[src/core/sid_pkg.sv]
// sid_pkg: constants, field layout and carrier types of the split descriptor decoder
// assumes: descriptor words arrive as plain 32-bit words from buffer memory
package sid_pkg;
	// ****************************************
	// descriptor field positions (descriptor bit numbers) and uframe rate field low bit
	// ****************************************
	localparam int SPLIT_POS = 46;
	localparam int KIND_LO = 44;
	localparam int TOKEN_LO = 42;
	localparam int ADDR_LO = 35;
	localparam int ENDP_UP_LO = 32;
	localparam int ENDP_LSB_POS = 31;
	localparam int MAXPKT_LO = 18;
	localparam int COUNT_LO = 3;
	localparam int VALID_POS = 0;
	localparam int UFRAME_RATE_LO = 3;
	// ****************************************
	// codes and limits
	// ****************************************
	localparam logic [1:0] KIND_INTR = 2'h3;
	localparam logic [1:0] TOKEN_OUT = 2'h0;
	localparam logic [1:0] TOKEN_IN = 2'h1;
	localparam logic [14:0] COUNT_LIMIT = 15'h1000;
	localparam logic [3:0] POLL_EXP_MIN = 4'h3;
	localparam logic [1:0] RESERVED_LOW_ZERO = 2'h0;
	// ****************************************
	// carrier types
	// ****************************************
	typedef struct packed {
		logic split;
		logic [1:0] kind;
		logic [1:0] token;
		logic [6:0] addr;
		logic [3:0] endp;
		logic [10:0] maxpkt;
		logic [14:0] count;
		logic valid;
	} sid_desc_t;
	typedef struct packed {
		logic split;
		logic pid_in;
		logic [6:0] addr;
		logic [3:0] endp;
		logic [10:0] len;
	} sid_txn_t;
endpackage : sid_pkg

[src/core/sid_decode.sv]
// sid_decode: decodes and executes a split interrupt transfer descriptor
// assumes: transaction engine answers txn_req with txn_ack, then txn_done
//
// Behaviour
// bit 46 selects split or high-speed
// decode interrupt kind and OUT/IN token
// function address from bits 41..35
// endpoint from bits 34..32 plus bit 31
// packets limited to maximum packet length
// software keeps full/low-speed packets within 64
// byte count bits 17..3, at most 4 kB
// software sets valid only with payload
// clear valid on completion or fatal error
// polling period two to the b-1 microframes
// software writes active equal to valid
// error counter is retry budget, decremented
// invalid descriptor causes no bus traffic
// reserved bits ignored, written back as zero
`timescale 1ns/1ps
module sid_decode #(
	parameter int TIMER_W = 16
) (
	// clock and reset
	input wire logic clk,
	input wire logic rst,
	input wire logic ce,
	// descriptor load
	input wire logic load,
	input wire logic [31:0] descriptor_word0,
	input wire logic [31:0] descriptor_word1,
	input wire logic [7:0] uframe,
	input wire logic [1:0] err_budget,
	// microframe timing
	input wire logic uframe_tick,
	// transaction engine
	output logic txn_req,
	output sid_pkg::sid_txn_t txn,
	input wire logic txn_ack,
	input wire logic txn_done,
	input wire logic [10:0] txn_bytes,
	input wire logic txn_error,
	input wire logic txn_fatal,
	// status and write-back
	output sid_pkg::sid_desc_t desc,
	output logic busy,
	output logic [1:0] err_left,
	output logic wb_valid,
	output logic wb_fatal,
	output logic [31:0] wb_word0
);
	initial begin
		if (TIMER_W < 9 || TIMER_W > 16) $error("sid_decode: TIMER_W out of range");
	end
	// ****************************************
	// state
	// ****************************************
	typedef enum logic [4:0] {
		SID_IDLE = 5'h01,
		SID_WAIT = 5'h02,
		SID_REQ = 5'h04,
		SID_RUN = 5'h08,
		SID_WB = 5'h10
	} sid_state_t;
	sid_state_t state, next_state;
	sid_pkg::sid_desc_t next_desc, ld;
	sid_pkg::sid_txn_t next_txn;
	logic [14:0] remaining, next_remaining;
	logic [1:0] next_err_left;
	logic [3:0] poll_exp, next_poll_exp, ld_exp;
	logic next_txn_req, next_busy, next_wb_valid, next_wb_fatal, fatal, next_fatal;
	logic [31:0] next_wb_word0;
	logic [10:0] pkt_len, took;
	logic load_go, bad, poll_fire;
	// ****************************************
	// field extraction
	// ****************************************
	always_comb begin
		ld.split = descriptor_word1[sid_pkg::SPLIT_POS-32];
		ld.kind = descriptor_word1[sid_pkg::KIND_LO-32 +: 2];
		ld.token = descriptor_word1[sid_pkg::TOKEN_LO-32 +: 2];
		ld.addr = descriptor_word1[sid_pkg::ADDR_LO-32 +: 7];
		ld.endp = {descriptor_word1[sid_pkg::ENDP_UP_LO-32 +: 3],
			descriptor_word0[sid_pkg::ENDP_LSB_POS]};
		ld.maxpkt = descriptor_word0[sid_pkg::MAXPKT_LO +: 11];
		ld.count = descriptor_word0[sid_pkg::COUNT_LO +: 15];
		ld.valid = descriptor_word0[sid_pkg::VALID_POS];
		// bits 47, 30..29, 2..1 never read
		ld_exp = sid_pkg::POLL_EXP_MIN;
		for (int i = 0; i < 5; i++) begin
			if (uframe[sid_pkg::UFRAME_RATE_LO + i]) begin
				ld_exp = sid_pkg::POLL_EXP_MIN + 4'(i + 1);
			end
		end
		bad = (ld.kind != sid_pkg::KIND_INTR) || (ld.token[1]) ||
			(ld.count > sid_pkg::COUNT_LIMIT) ||
			(ld.maxpkt == 11'h000 && ld.count != 15'h0000);
		load_go = load && state == SID_IDLE;
		pkt_len = (remaining > {4'h0, desc.maxpkt}) ? desc.maxpkt : remaining[10:0];
		took = (txn_bytes > txn.len) ? txn.len : txn_bytes;
	end
	sid_poll_timer #(
		.CNT_W(TIMER_W)
	) u_timer (
		.clk(clk),
		.rst(rst),
		.ce(ce),
		.restart(load_go),
		.tick(uframe_tick),
		.exp(poll_exp),
		.fire(poll_fire)
	);
	// ****************************************
	// sequencing
	// ****************************************
	always_comb begin
		next_state = state;
		next_desc = desc;
		next_txn = txn;
		next_remaining = remaining;
		next_err_left = err_left;
		next_poll_exp = poll_exp;
		next_txn_req = txn_req;
		next_wb_valid = 1'b0;
		next_wb_fatal = 1'b0;
		next_wb_word0 = wb_word0;
		next_fatal = fatal;
		case (state)
			SID_IDLE: begin
				if (load_go) begin
					next_desc = ld;
					next_remaining = ld.count;
					next_err_left = err_budget;
					next_poll_exp = ld_exp;
					next_fatal = bad;
					if (ld.valid) begin
						next_state = bad ? SID_WB : SID_WAIT;
					end
				end
			end
			SID_WAIT: begin
				if (poll_fire) begin
					next_txn.split = desc.split;
					next_txn.pid_in = desc.token == sid_pkg::TOKEN_IN;
					next_txn.addr = desc.addr;
					next_txn.endp = desc.endp;
					next_txn.len = pkt_len;
					next_txn_req = 1'b1;
					next_state = SID_REQ;
				end
			end
			SID_REQ: begin
				if (txn_ack) begin
					next_txn_req = 1'b0;
					next_state = SID_RUN;
				end
			end
			SID_RUN: begin
				if (txn_done) begin
					if (txn_fatal) begin
						next_fatal = 1'b1;
						next_state = SID_WB;
					end else if (txn_error) begin
						if (err_left == 2'h0) begin
							next_fatal = 1'b1;
							next_state = SID_WB;
						end else begin
							next_err_left = err_left - 2'h1;
							next_txn_req = 1'b1;
							next_state = SID_REQ;
						end
					end else begin
						next_remaining = remaining - {4'h0, took};
						if (next_remaining == 15'h0000 || took < txn.len) begin
							next_state = SID_WB;
						end else begin
							next_state = SID_WAIT;
						end
					end
				end
			end
			SID_WB: begin
				next_desc.valid = 1'b0;
				next_wb_valid = 1'b1;
				next_wb_fatal = fatal;
				next_wb_word0 = {desc.endp[0], sid_pkg::RESERVED_LOW_ZERO, desc.maxpkt,
					remaining, sid_pkg::RESERVED_LOW_ZERO, 1'b0};
				next_state = SID_IDLE;
			end
			default: begin
				next_state = SID_IDLE;
				next_txn_req = 1'b0;
			end
		endcase
		next_busy = next_state != SID_IDLE;
	end
	always_ff @(posedge clk or posedge rst) begin
		if (rst) begin
			state <= SID_IDLE;
			desc <= '0;
			txn <= '0;
			remaining <= '0;
			err_left <= '0;
			poll_exp <= sid_pkg::POLL_EXP_MIN;
			txn_req <= 1'b0;
			busy <= 1'b0;
			wb_valid <= 1'b0;
			wb_fatal <= 1'b0;
			wb_word0 <= '0;
			fatal <= 1'b0;
		end else if (ce) begin
			state <= next_state;
			desc <= next_desc;
			txn <= next_txn;
			remaining <= next_remaining;
			err_left <= next_err_left;
			poll_exp <= next_poll_exp;
			txn_req <= next_txn_req;
			busy <= next_busy;
			wb_valid <= next_wb_valid;
			wb_fatal <= next_wb_fatal;
			wb_word0 <= next_wb_word0;
			fatal <= next_fatal;
		end
	end
endmodule : sid_decode

[src/core/sid_poll_timer.sv]
// sid_poll_timer: counts microframe ticks, pulses once per polling period
// assumes: tick is a one-cycle pulse per microframe, synchronous to clk
`timescale 1ns/1ps
module sid_poll_timer #(
	parameter int CNT_W = 16
) (
	// clock and reset
	input wire logic clk,
	input wire logic rst,
	input wire logic ce,
	// control
	input wire logic restart,
	input wire logic tick,
	input wire logic [3:0] exp,
	// event
	output logic fire
);
	initial begin
		if (CNT_W < 9 || CNT_W > 16) $error("sid_poll_timer: CNT_W out of range");
	end
	logic [CNT_W-1:0] cnt;
	logic [CNT_W-1:0] next_cnt;
	logic [CNT_W-1:0] last;
	logic next_fire;
	always_comb begin
		last = (CNT_W'(1) << exp) - CNT_W'(1);
		next_cnt = cnt;
		next_fire = 1'b0;
		if (restart) begin
			next_cnt = '0;
		end else if (tick) begin
			if (cnt >= last) begin
				next_cnt = '0;
				next_fire = 1'b1;
			end else begin
				next_cnt = cnt + CNT_W'(1);
			end
		end
	end
	always_ff @(posedge clk or posedge rst) begin
		if (rst) begin
			cnt <= '0;
			fire <= 1'b0;
		end else if (ce) begin
			cnt <= next_cnt;
			fire <= next_fire;
		end
	end
endmodule : sid_poll_timer

[config.mk]
export PLATFORM = sky130hd
export DESIGN_NAME = sid_decode
export DESIGN_NICKNAME = d
export VERILOG_FILES = /design/src/core/sid_pkg.sv /design/src/core/sid_decode.sv /design/src/core/sid_poll_timer.sv
export SDC_FILE = /design/constraint.sdc
export NUM_CORES = 1
export LEC_CHECK = 0
export BUFFER_PORTS_ARGS = -buffer_cell sky130_fd_sc_hd__buf_4
export CORE_MARGIN = 10
export CORE_UTILIZATION = 59
export DETAILED_ROUTE_END_ITERATION = 8
export PLACE_DENSITY = 0.86
export RECOVER_POWER = 100
export SLEW_MARGIN = 20
export SYNTH_ARGS = -nofsm -noshare
export SYNTH_HDL_FRONTEND = slang
export SYNTH_SLANG_ARGS = --single-unit
[constraint.sdc]
create_clock -name clk -period 8.9 [get_ports clk]
set_input_delay 0.89 -clock clk [delete_from_list [all_inputs] [get_ports clk]]
set_output_delay 0.89 -clock clk [all_outputs]
set_load 0.02 [all_outputs]
## Word-level counts from Yosys, hierarchy flattened

Cells that the tools add are included.

| cells by class | value |
|---|---|
| $add $sub $neg | 4 |
| $mul | 0 |
| divide/modulo/power cells | 0 |
| magnitude comparators | 5 |
| eq/ne operators | 18 |
| shift operators | 1 |
| muxes and demuxes | 52 |
| bitwise operators | 1 |
| reduce and logical (&&, ||, !) cells | 23 |

Operators by type and width:

| cell | count |
|---|---|
| two-way mux 15 bit | 4 |
| two-way mux 5 bit | 10 |
| two-way mux 16 bit | 3 |
| case mux 15 bit (2 select lines) | 1 |
| two-way mux 11 bit | 2 |
| case mux 5 bit (4 select lines) | 1 |
| two-way mux 1 bit | 17 |
| adder 16 x 1 -> 16 bit (second input constant) | 1 |
| >= comparator 16 bit | 1 |
| two-way mux 4 bit | 4 |
| != test 2 bit (second input constant) | 8 |
| << shifter 1 x 4 -> 16 bit (first input constant) | 1 |
| subtractor 16 x 2 -> 16 bit (second input constant) | 1 |
| > comparator 15 x 11 -> 1 bit | 1 |
| > comparator 15 x 13 -> 1 bit (second input constant) | 1 |
| zero test 15 bit | 1 |
| nonzero test 15 bit | 1 |
| subtractor 15 x 11 -> 15 bit | 1 |
| AND reduction 6 bit | 2 |
| > comparator 11 bit | 1 |
| zero test 11 bit | 1 |
| < comparator 11 bit | 1 |
| two-way mux 2 bit | 5 |
| AND reduction 3 bit | 3 |
| 23 further kinds | 32 |

| storage, ports and cells | value |
|---|---|
| bits in registers | 142 |
| bits in latches | 0 |
| memory bits (writable) | 0 |
| memory bits (read-only) | 0 |
| input port bits | 94 |
| output and inout port bits | 105 |
| word-level logic and storage cells | 129 |
| memories kept | 0 |

## Longest topological paths before layout

| depth | value |
|---|---|
| depth in word-level cells | 11 |
| mapped depth | 19 |

## By module

From an unflattened synthesis, not the netlist that was laid out.

| second synthesis, totals | value |
|---|---|
| cells, all modules | 859 |
| area, all modules | 8400.6 um2 |

By module, submodules not included:

| module | times used | cells an instance | area each (um2) | seq. area each (um2) |
|---|---|---|---|---|
| sid_decode | 1 | 669 | 6872.8 | 3131.8 |
| sid_poll_timer | 1 | 190 | 1527.7 | 425.4 |

## Worst setup path after synthesis

Ideal clock, no wire load.

| path | value |
|---|---|
| path type | input to register |
| start point | input port txn_bytes[8] |
| end point | register state[1] |
| library setup time | 118 ps |
| data arrival time | 4221 ps |
| data required time | 8782 ps |
| setup slack | 4561 ps |
| stages | 18 |
| path buffers | 1 |
| path through | ha_1 -> a21oi_1 -> o21ai_0 -> o22ai_1 -> nor2_1 -> clkbuf_1 -> nand2_1 -> o21ai_0 -> ha_1 -> inv_1 -> fa_1 -> a211oi_1 -> o21ai_1 -> and2_1 -> a211o_1 -> nor4bb_1 -> nand3_1 -> a21o_1 |

| between the ends | value |
|---|---|
| cells in the longest elaborated chain, start to end | 10 |
| elaborated cells on any way between the ends | 11 |
| classes of those cells | add/sub: 1; order compare: 2; mux: 6; reduce/logical: 2 |

RTL lines:

| item | line | source |
|---|---|---|
| from (decl) | sid_decode.sv:40 | `input wire logic [10:0] txn_bytes,` |
| > comparator 11 bit | sid_decode.sv:99 | `took = (txn_bytes > txn.len) ? txn.len : txn_bytes;` |
| two-way mux 11 bit * | sid_decode.sv:99 |  |
| subtractor 15 x 11 -> 15 bit | sid_decode.sv:172 | `next_remaining = remaining - {4'h0, took};` |
| zero test 15 bit | sid_decode.sv:173 | `if (next_remaining == 15'h0000 \|\| took < txn.len) begin` |
| logical OR 1 bit * | sid_decode.sv:173 |  |
| two-way mux 5 bit * | sid_decode.sv:173 |  |
| two-way mux 5 bit * | sid_decode.sv:162 | `end else if (txn_error) begin` |
| two-way mux 5 bit * | sid_decode.sv:159 | `if (txn_fatal) begin` |
| two-way mux 5 bit * | sid_decode.sv:158 | `if (txn_done) begin` |
| case mux 5 bit (4 select lines) * | sid_decode.sv:127 | `case (state)` |
| to (signal assigned) | sid_decode.sv:211 | `state <= next_state;` |
| to (decl) | sid_decode.sv:64 | `sid_state_t state, next_state;` |

Every way passes the cells marked *; elsewhere a longest branch is shown, timed or not.
A chain may end at the register's enable or synchronous reset.

## Worst setup path in the final report

| path | value |
|---|---|
| start point | register poll_exp[1] |
| end point | register u_timer.cnt[8] |

| between the ends | value |
|---|---|
| cells in the longest elaborated chain, start to end | 6 |

RTL lines:

| item | line | source |
|---|---|---|
| from (decl) | sid_decode.sv:69 | `logic [3:0] poll_exp, next_poll_exp, ld_exp;` |
| from (signal assigned) | sid_decode.sv:203 | `poll_exp <= sid_pkg::POLL_EXP_MIN;` |
| from (signal assigned) | sid_decode.sv:216 | `poll_exp <= next_poll_exp;` |
| << shifter 1 x 4 -> 16 bit | sid_poll_timer.sv:26 | `last = (CNT_W'(1) << exp) - CNT_W'(1);` |
| subtractor 16 x 2 -> 16 bit | sid_poll_timer.sv:26 |  |
| >= comparator 16 bit | sid_poll_timer.sv:32 | `if (cnt >= last) begin` |
| two-way mux 16 bit | sid_poll_timer.sv:32 |  |
| two-way mux 16 bit | sid_poll_timer.sv:31 | `end else if (tick) begin` |
| two-way mux 16 bit | sid_poll_timer.sv:29 | `if (restart) begin` |
| to (signal assigned) | sid_poll_timer.sv:45 | `cnt <= next_cnt;` |
| to (decl) | sid_poll_timer.sv:21 | `logic [CNT_W-1:0] cnt;` |

No other way between the ends. The select of a mux whose other input is x is not followed.

==> key figures <==
Status
  – Status: complete, but fails checks
  – Violated checks: capacitance limit, slew limit

Layout
  – Multi-input gate area: 4630 sq um
  – Design Area, Final: 10100 sq um
  – Sequential cell area: 3560 sq um
  – Layout cells sized above 1: 0.162
  – Fin nets: 1212
  – Filler Cell Count: 1191
  – Area growth, synth to finish: 17.0%
  – N_diodes: 0
  – Core Util, Final: 0.700
  – Finished Layout Cells: 1252
  – Commonest non-fill, non-tap cell in the layout: dfrtp_1
  – Most used cells in the layout excluding fill and tap cells: dfrtp_1, nand2_1, clkbuf_1, buf_4, mux2_2

Routing
  – DR vias: 7664
  – Post-route ant nets: 0
  – DRC viols: 0
  – Per-cell routed wire length: 19.8 um
  – Detailed-router iteration count before antenna repair: 5
  – Initial DRC Count: 609
  – Vias/cell: 6.12
  – Routed wire length: 24800 um

Floorplanning
  – Die area: 19900 sq um
  – Initial core utilization: 0.599
  – Die Y: 141 um
  – # rows: 44
  – Core footprint: 14500 sq um
  – # IOs: 199
  – Chip width: 141 um

Setup path
  – Worst EP required: 9.24 ns
  – Worst setup SP type: register
  – Crit path kind: reg2reg
  – R2R cell count: 14
  – Crit Path Max Fanout: 17
  – Critical path arrival: 5.53 ns
  – Crit. End Element: register

STA
  – Final slew viol count: 161
  – Final Setup Violations: 0
  – Relative slew slack: -0.984
  – Final Hold Viols: 0
  – Setup TNS: 0 ns
  – Peak Freq: 0.192 GHz
  – Tmin final: 5.20 ns
  – RSZ-0062 raised after global routing: false
  – Pin slew with the least headroom to its limit: 2.96 ns
  – Final hold slack: 0.463 ns
  – Worst Skew: 0.00810 ns
  – Tcrit/Tclk final: 0.584

Placement
  – Placed cell count: 1220
  – IO buf count: 169
  – Dpl cell area: 9990 sq um
  – Placer Congestion: 0.936
  – Detailed placement HPWL: 18000 um

Yosys
  – Top FF cell, synth: dfrtp_1
  – Synth async-reset ratio: 1.00
  – Yosys warning count: 0
  – Post-synth EDFFs: 0
  – Register area share after synthesis: 0.410
  – Mean post-synth cell area: 9.54 sq um
  – Cells after synthesis: 908
  – Mapped Area: 8670 sq um
  – Synthesis-stage register bit count: 142
  – Synth cell types: 72

Global routing
  – Met2 Use GR: 0.405
  – Pin count of the biggest net entering global routing: 78
  – Vias in the first global route: 7612
  – Antenna violations before repair: 0
  – Overflow after GRT: 0
  – Met3 usage: 0.0618
  – Busiest grt layer: met2
  – Met1 usage: 0.308
  – GRT Overall Usage: 0.246
  – First-pass GRT wire length: 39900 um

CTS
  – Clock-pin slew on the worst setup and hold paths: 0.07 ns
  – Post-CTS resize count: 0
  – Post-CTS Hold Fix Bufs: 0
  – Worst-Skew Late Latency: 0.43 ns
  – Htree depth: 4
  – Root Buffer: clkbuf_16
  – Total CTS buffers: 17
  – Clock buffer depth: 2
  – CTS tree: yes
  – Setup Buffers After CTS: 0
  – Clock Sinks: 142

Power
  – Worst VDD drop: 0.265 mV
  – Lkg Pwr: 4.65 nW
  – Power Density: 318 nW/um^2

Min path
  – Worst Hold Class: reg2reg
  – WHS Path Cells: 2

Run
  – Maxcap violations: 6
## synthesized netlist by cell type, drive strengths merged (12+ instances only)
cell type	count	share of area
a21oi	43	0.025
a31oi	35	0.025
buf	21	0.016
clkbuf	31	0.013
dfrtp	139	0.40
ha	62	0.090
inv	53	0.023
mux2	68	0.088
nand2	117	0.051
nand3	18	0.010
nand3b	18	0.016
nor2	37	0.017
nor3	15	0.010
nor3b	17	0.016
nor4	12	0.0087
o21a	20	0.017
o21ai	52	0.030
## flip-flops by register name, summed over array words and instances (netlist names)
| name | cells |
|---|---|
| wb_word0 | 27 |
| wb_fatal | 1 |
| poll_exp | 4 |
| txn | 24 |
| busy | 1 |
| remaining | 15 |
| state | 5 |
| u_timer.fire | 1 |
| fatal | 1 |
| err_left | 2 |
| txn_req | 1 |
| wb_valid | 1 |
| u_timer.cnt | 16 |
| desc | 43 |
## routing by layer
metal,vias up,wire (um)
li1,3612,-
met2,257,12100
met3,43,1870
met5,-,0
met1,3752,10200
met4,0,541
## per-stage QoR
step / power, mW / setup WS [ns]
3_3_place_gp: 2.58 / 3.77
2_1_floorplan: 2.06 / 4.21
3_5_place_dp: 2.62 / 3.68
6_report: 3.22 / 3.70
5_1_grt: 3.43 / 3.33
4_1_cts: 3.38 / 4.09
## critical path, cell delays in order (launching register included)
cell,delay (ns)
dfstp_1,0.47
or2_2,0.38
or3_1,0.36
ha_1,0.33
nor4b_1,0.31
a21oi_1,0.08
o22a_1,0.22
ha_1,0.30
a21o_1,0.18
a21oi_1,0.20
o21ai_0,0.12
a211oi_1,1.17
clkbuf_1,0.63
nand3b_1,0.15
a31oi_1,0.20
## power by group
| group | internal, mW | switching [mW] | leakage, nW |
|---|---|---|---|
| clock | 0.412 | 0.311 | 0.295 |
| combinational | 0.532 | 0.855 | 2.62 |
| sequential | 0.864 | 0.247 | 1.74 |
| total | 1.81 | 1.41 | 4.65 |
## path summary, 6_finish.rpt
check	slack (ns)	end	start
worst max-delay path	3.70	u_timer.cnt[8]$_DFFE_PP0P_	poll_exp[1]$_DFFE_PP1P_
worst min-delay path	0.46	txn[22]$_DFFE_PP0P_	txn[22]$_DFFE_PP0P_
worst max register to register	3.70	u_timer.cnt[8]$_DFFE_PP0P_	poll_exp[1]$_DFFE_PP1P_
worst min register to register	0.46	txn[22]$_DFFE_PP0P_	txn[22]$_DFFE_PP0P_
max in group asynchronous	5.61	remaining[10]$_DFFE_PP0P_	rst
min in group asynchronous	1.29	err_left[0]$_DFFE_PP0P_	rst
## logic make-up (layout without fill, tap and decap cells)
family | count (synthesis) | after routing | share of synthesized area
simple gates | 289 | 289 | 0.173
compound gates | 229 | 229 | 0.174
flops | 142 | 142 | 0.410
buf+inv | 106 | 262 | 0.0524
mux | 69 | 69 | 0.0895
fa+ha+maj | 64 | 64 | 0.0930
xor+xnor | 7 | 7 | 0.00707
other cells | 2 | 6 | 0.000867
## layout make-up
class / count / area share
repair buffers: 176 / 0.0907
flip-flops and latches: 142 / 0.351
inverters: 54 / 0.0201
clock inverters: 13 / 0.0141
well taps: 184 / 0.0227
clock buffers: 19 / 0.0447
multi-input cells: 664 / 0.457
Note: power is estimated with default switching activity, not from simulation.
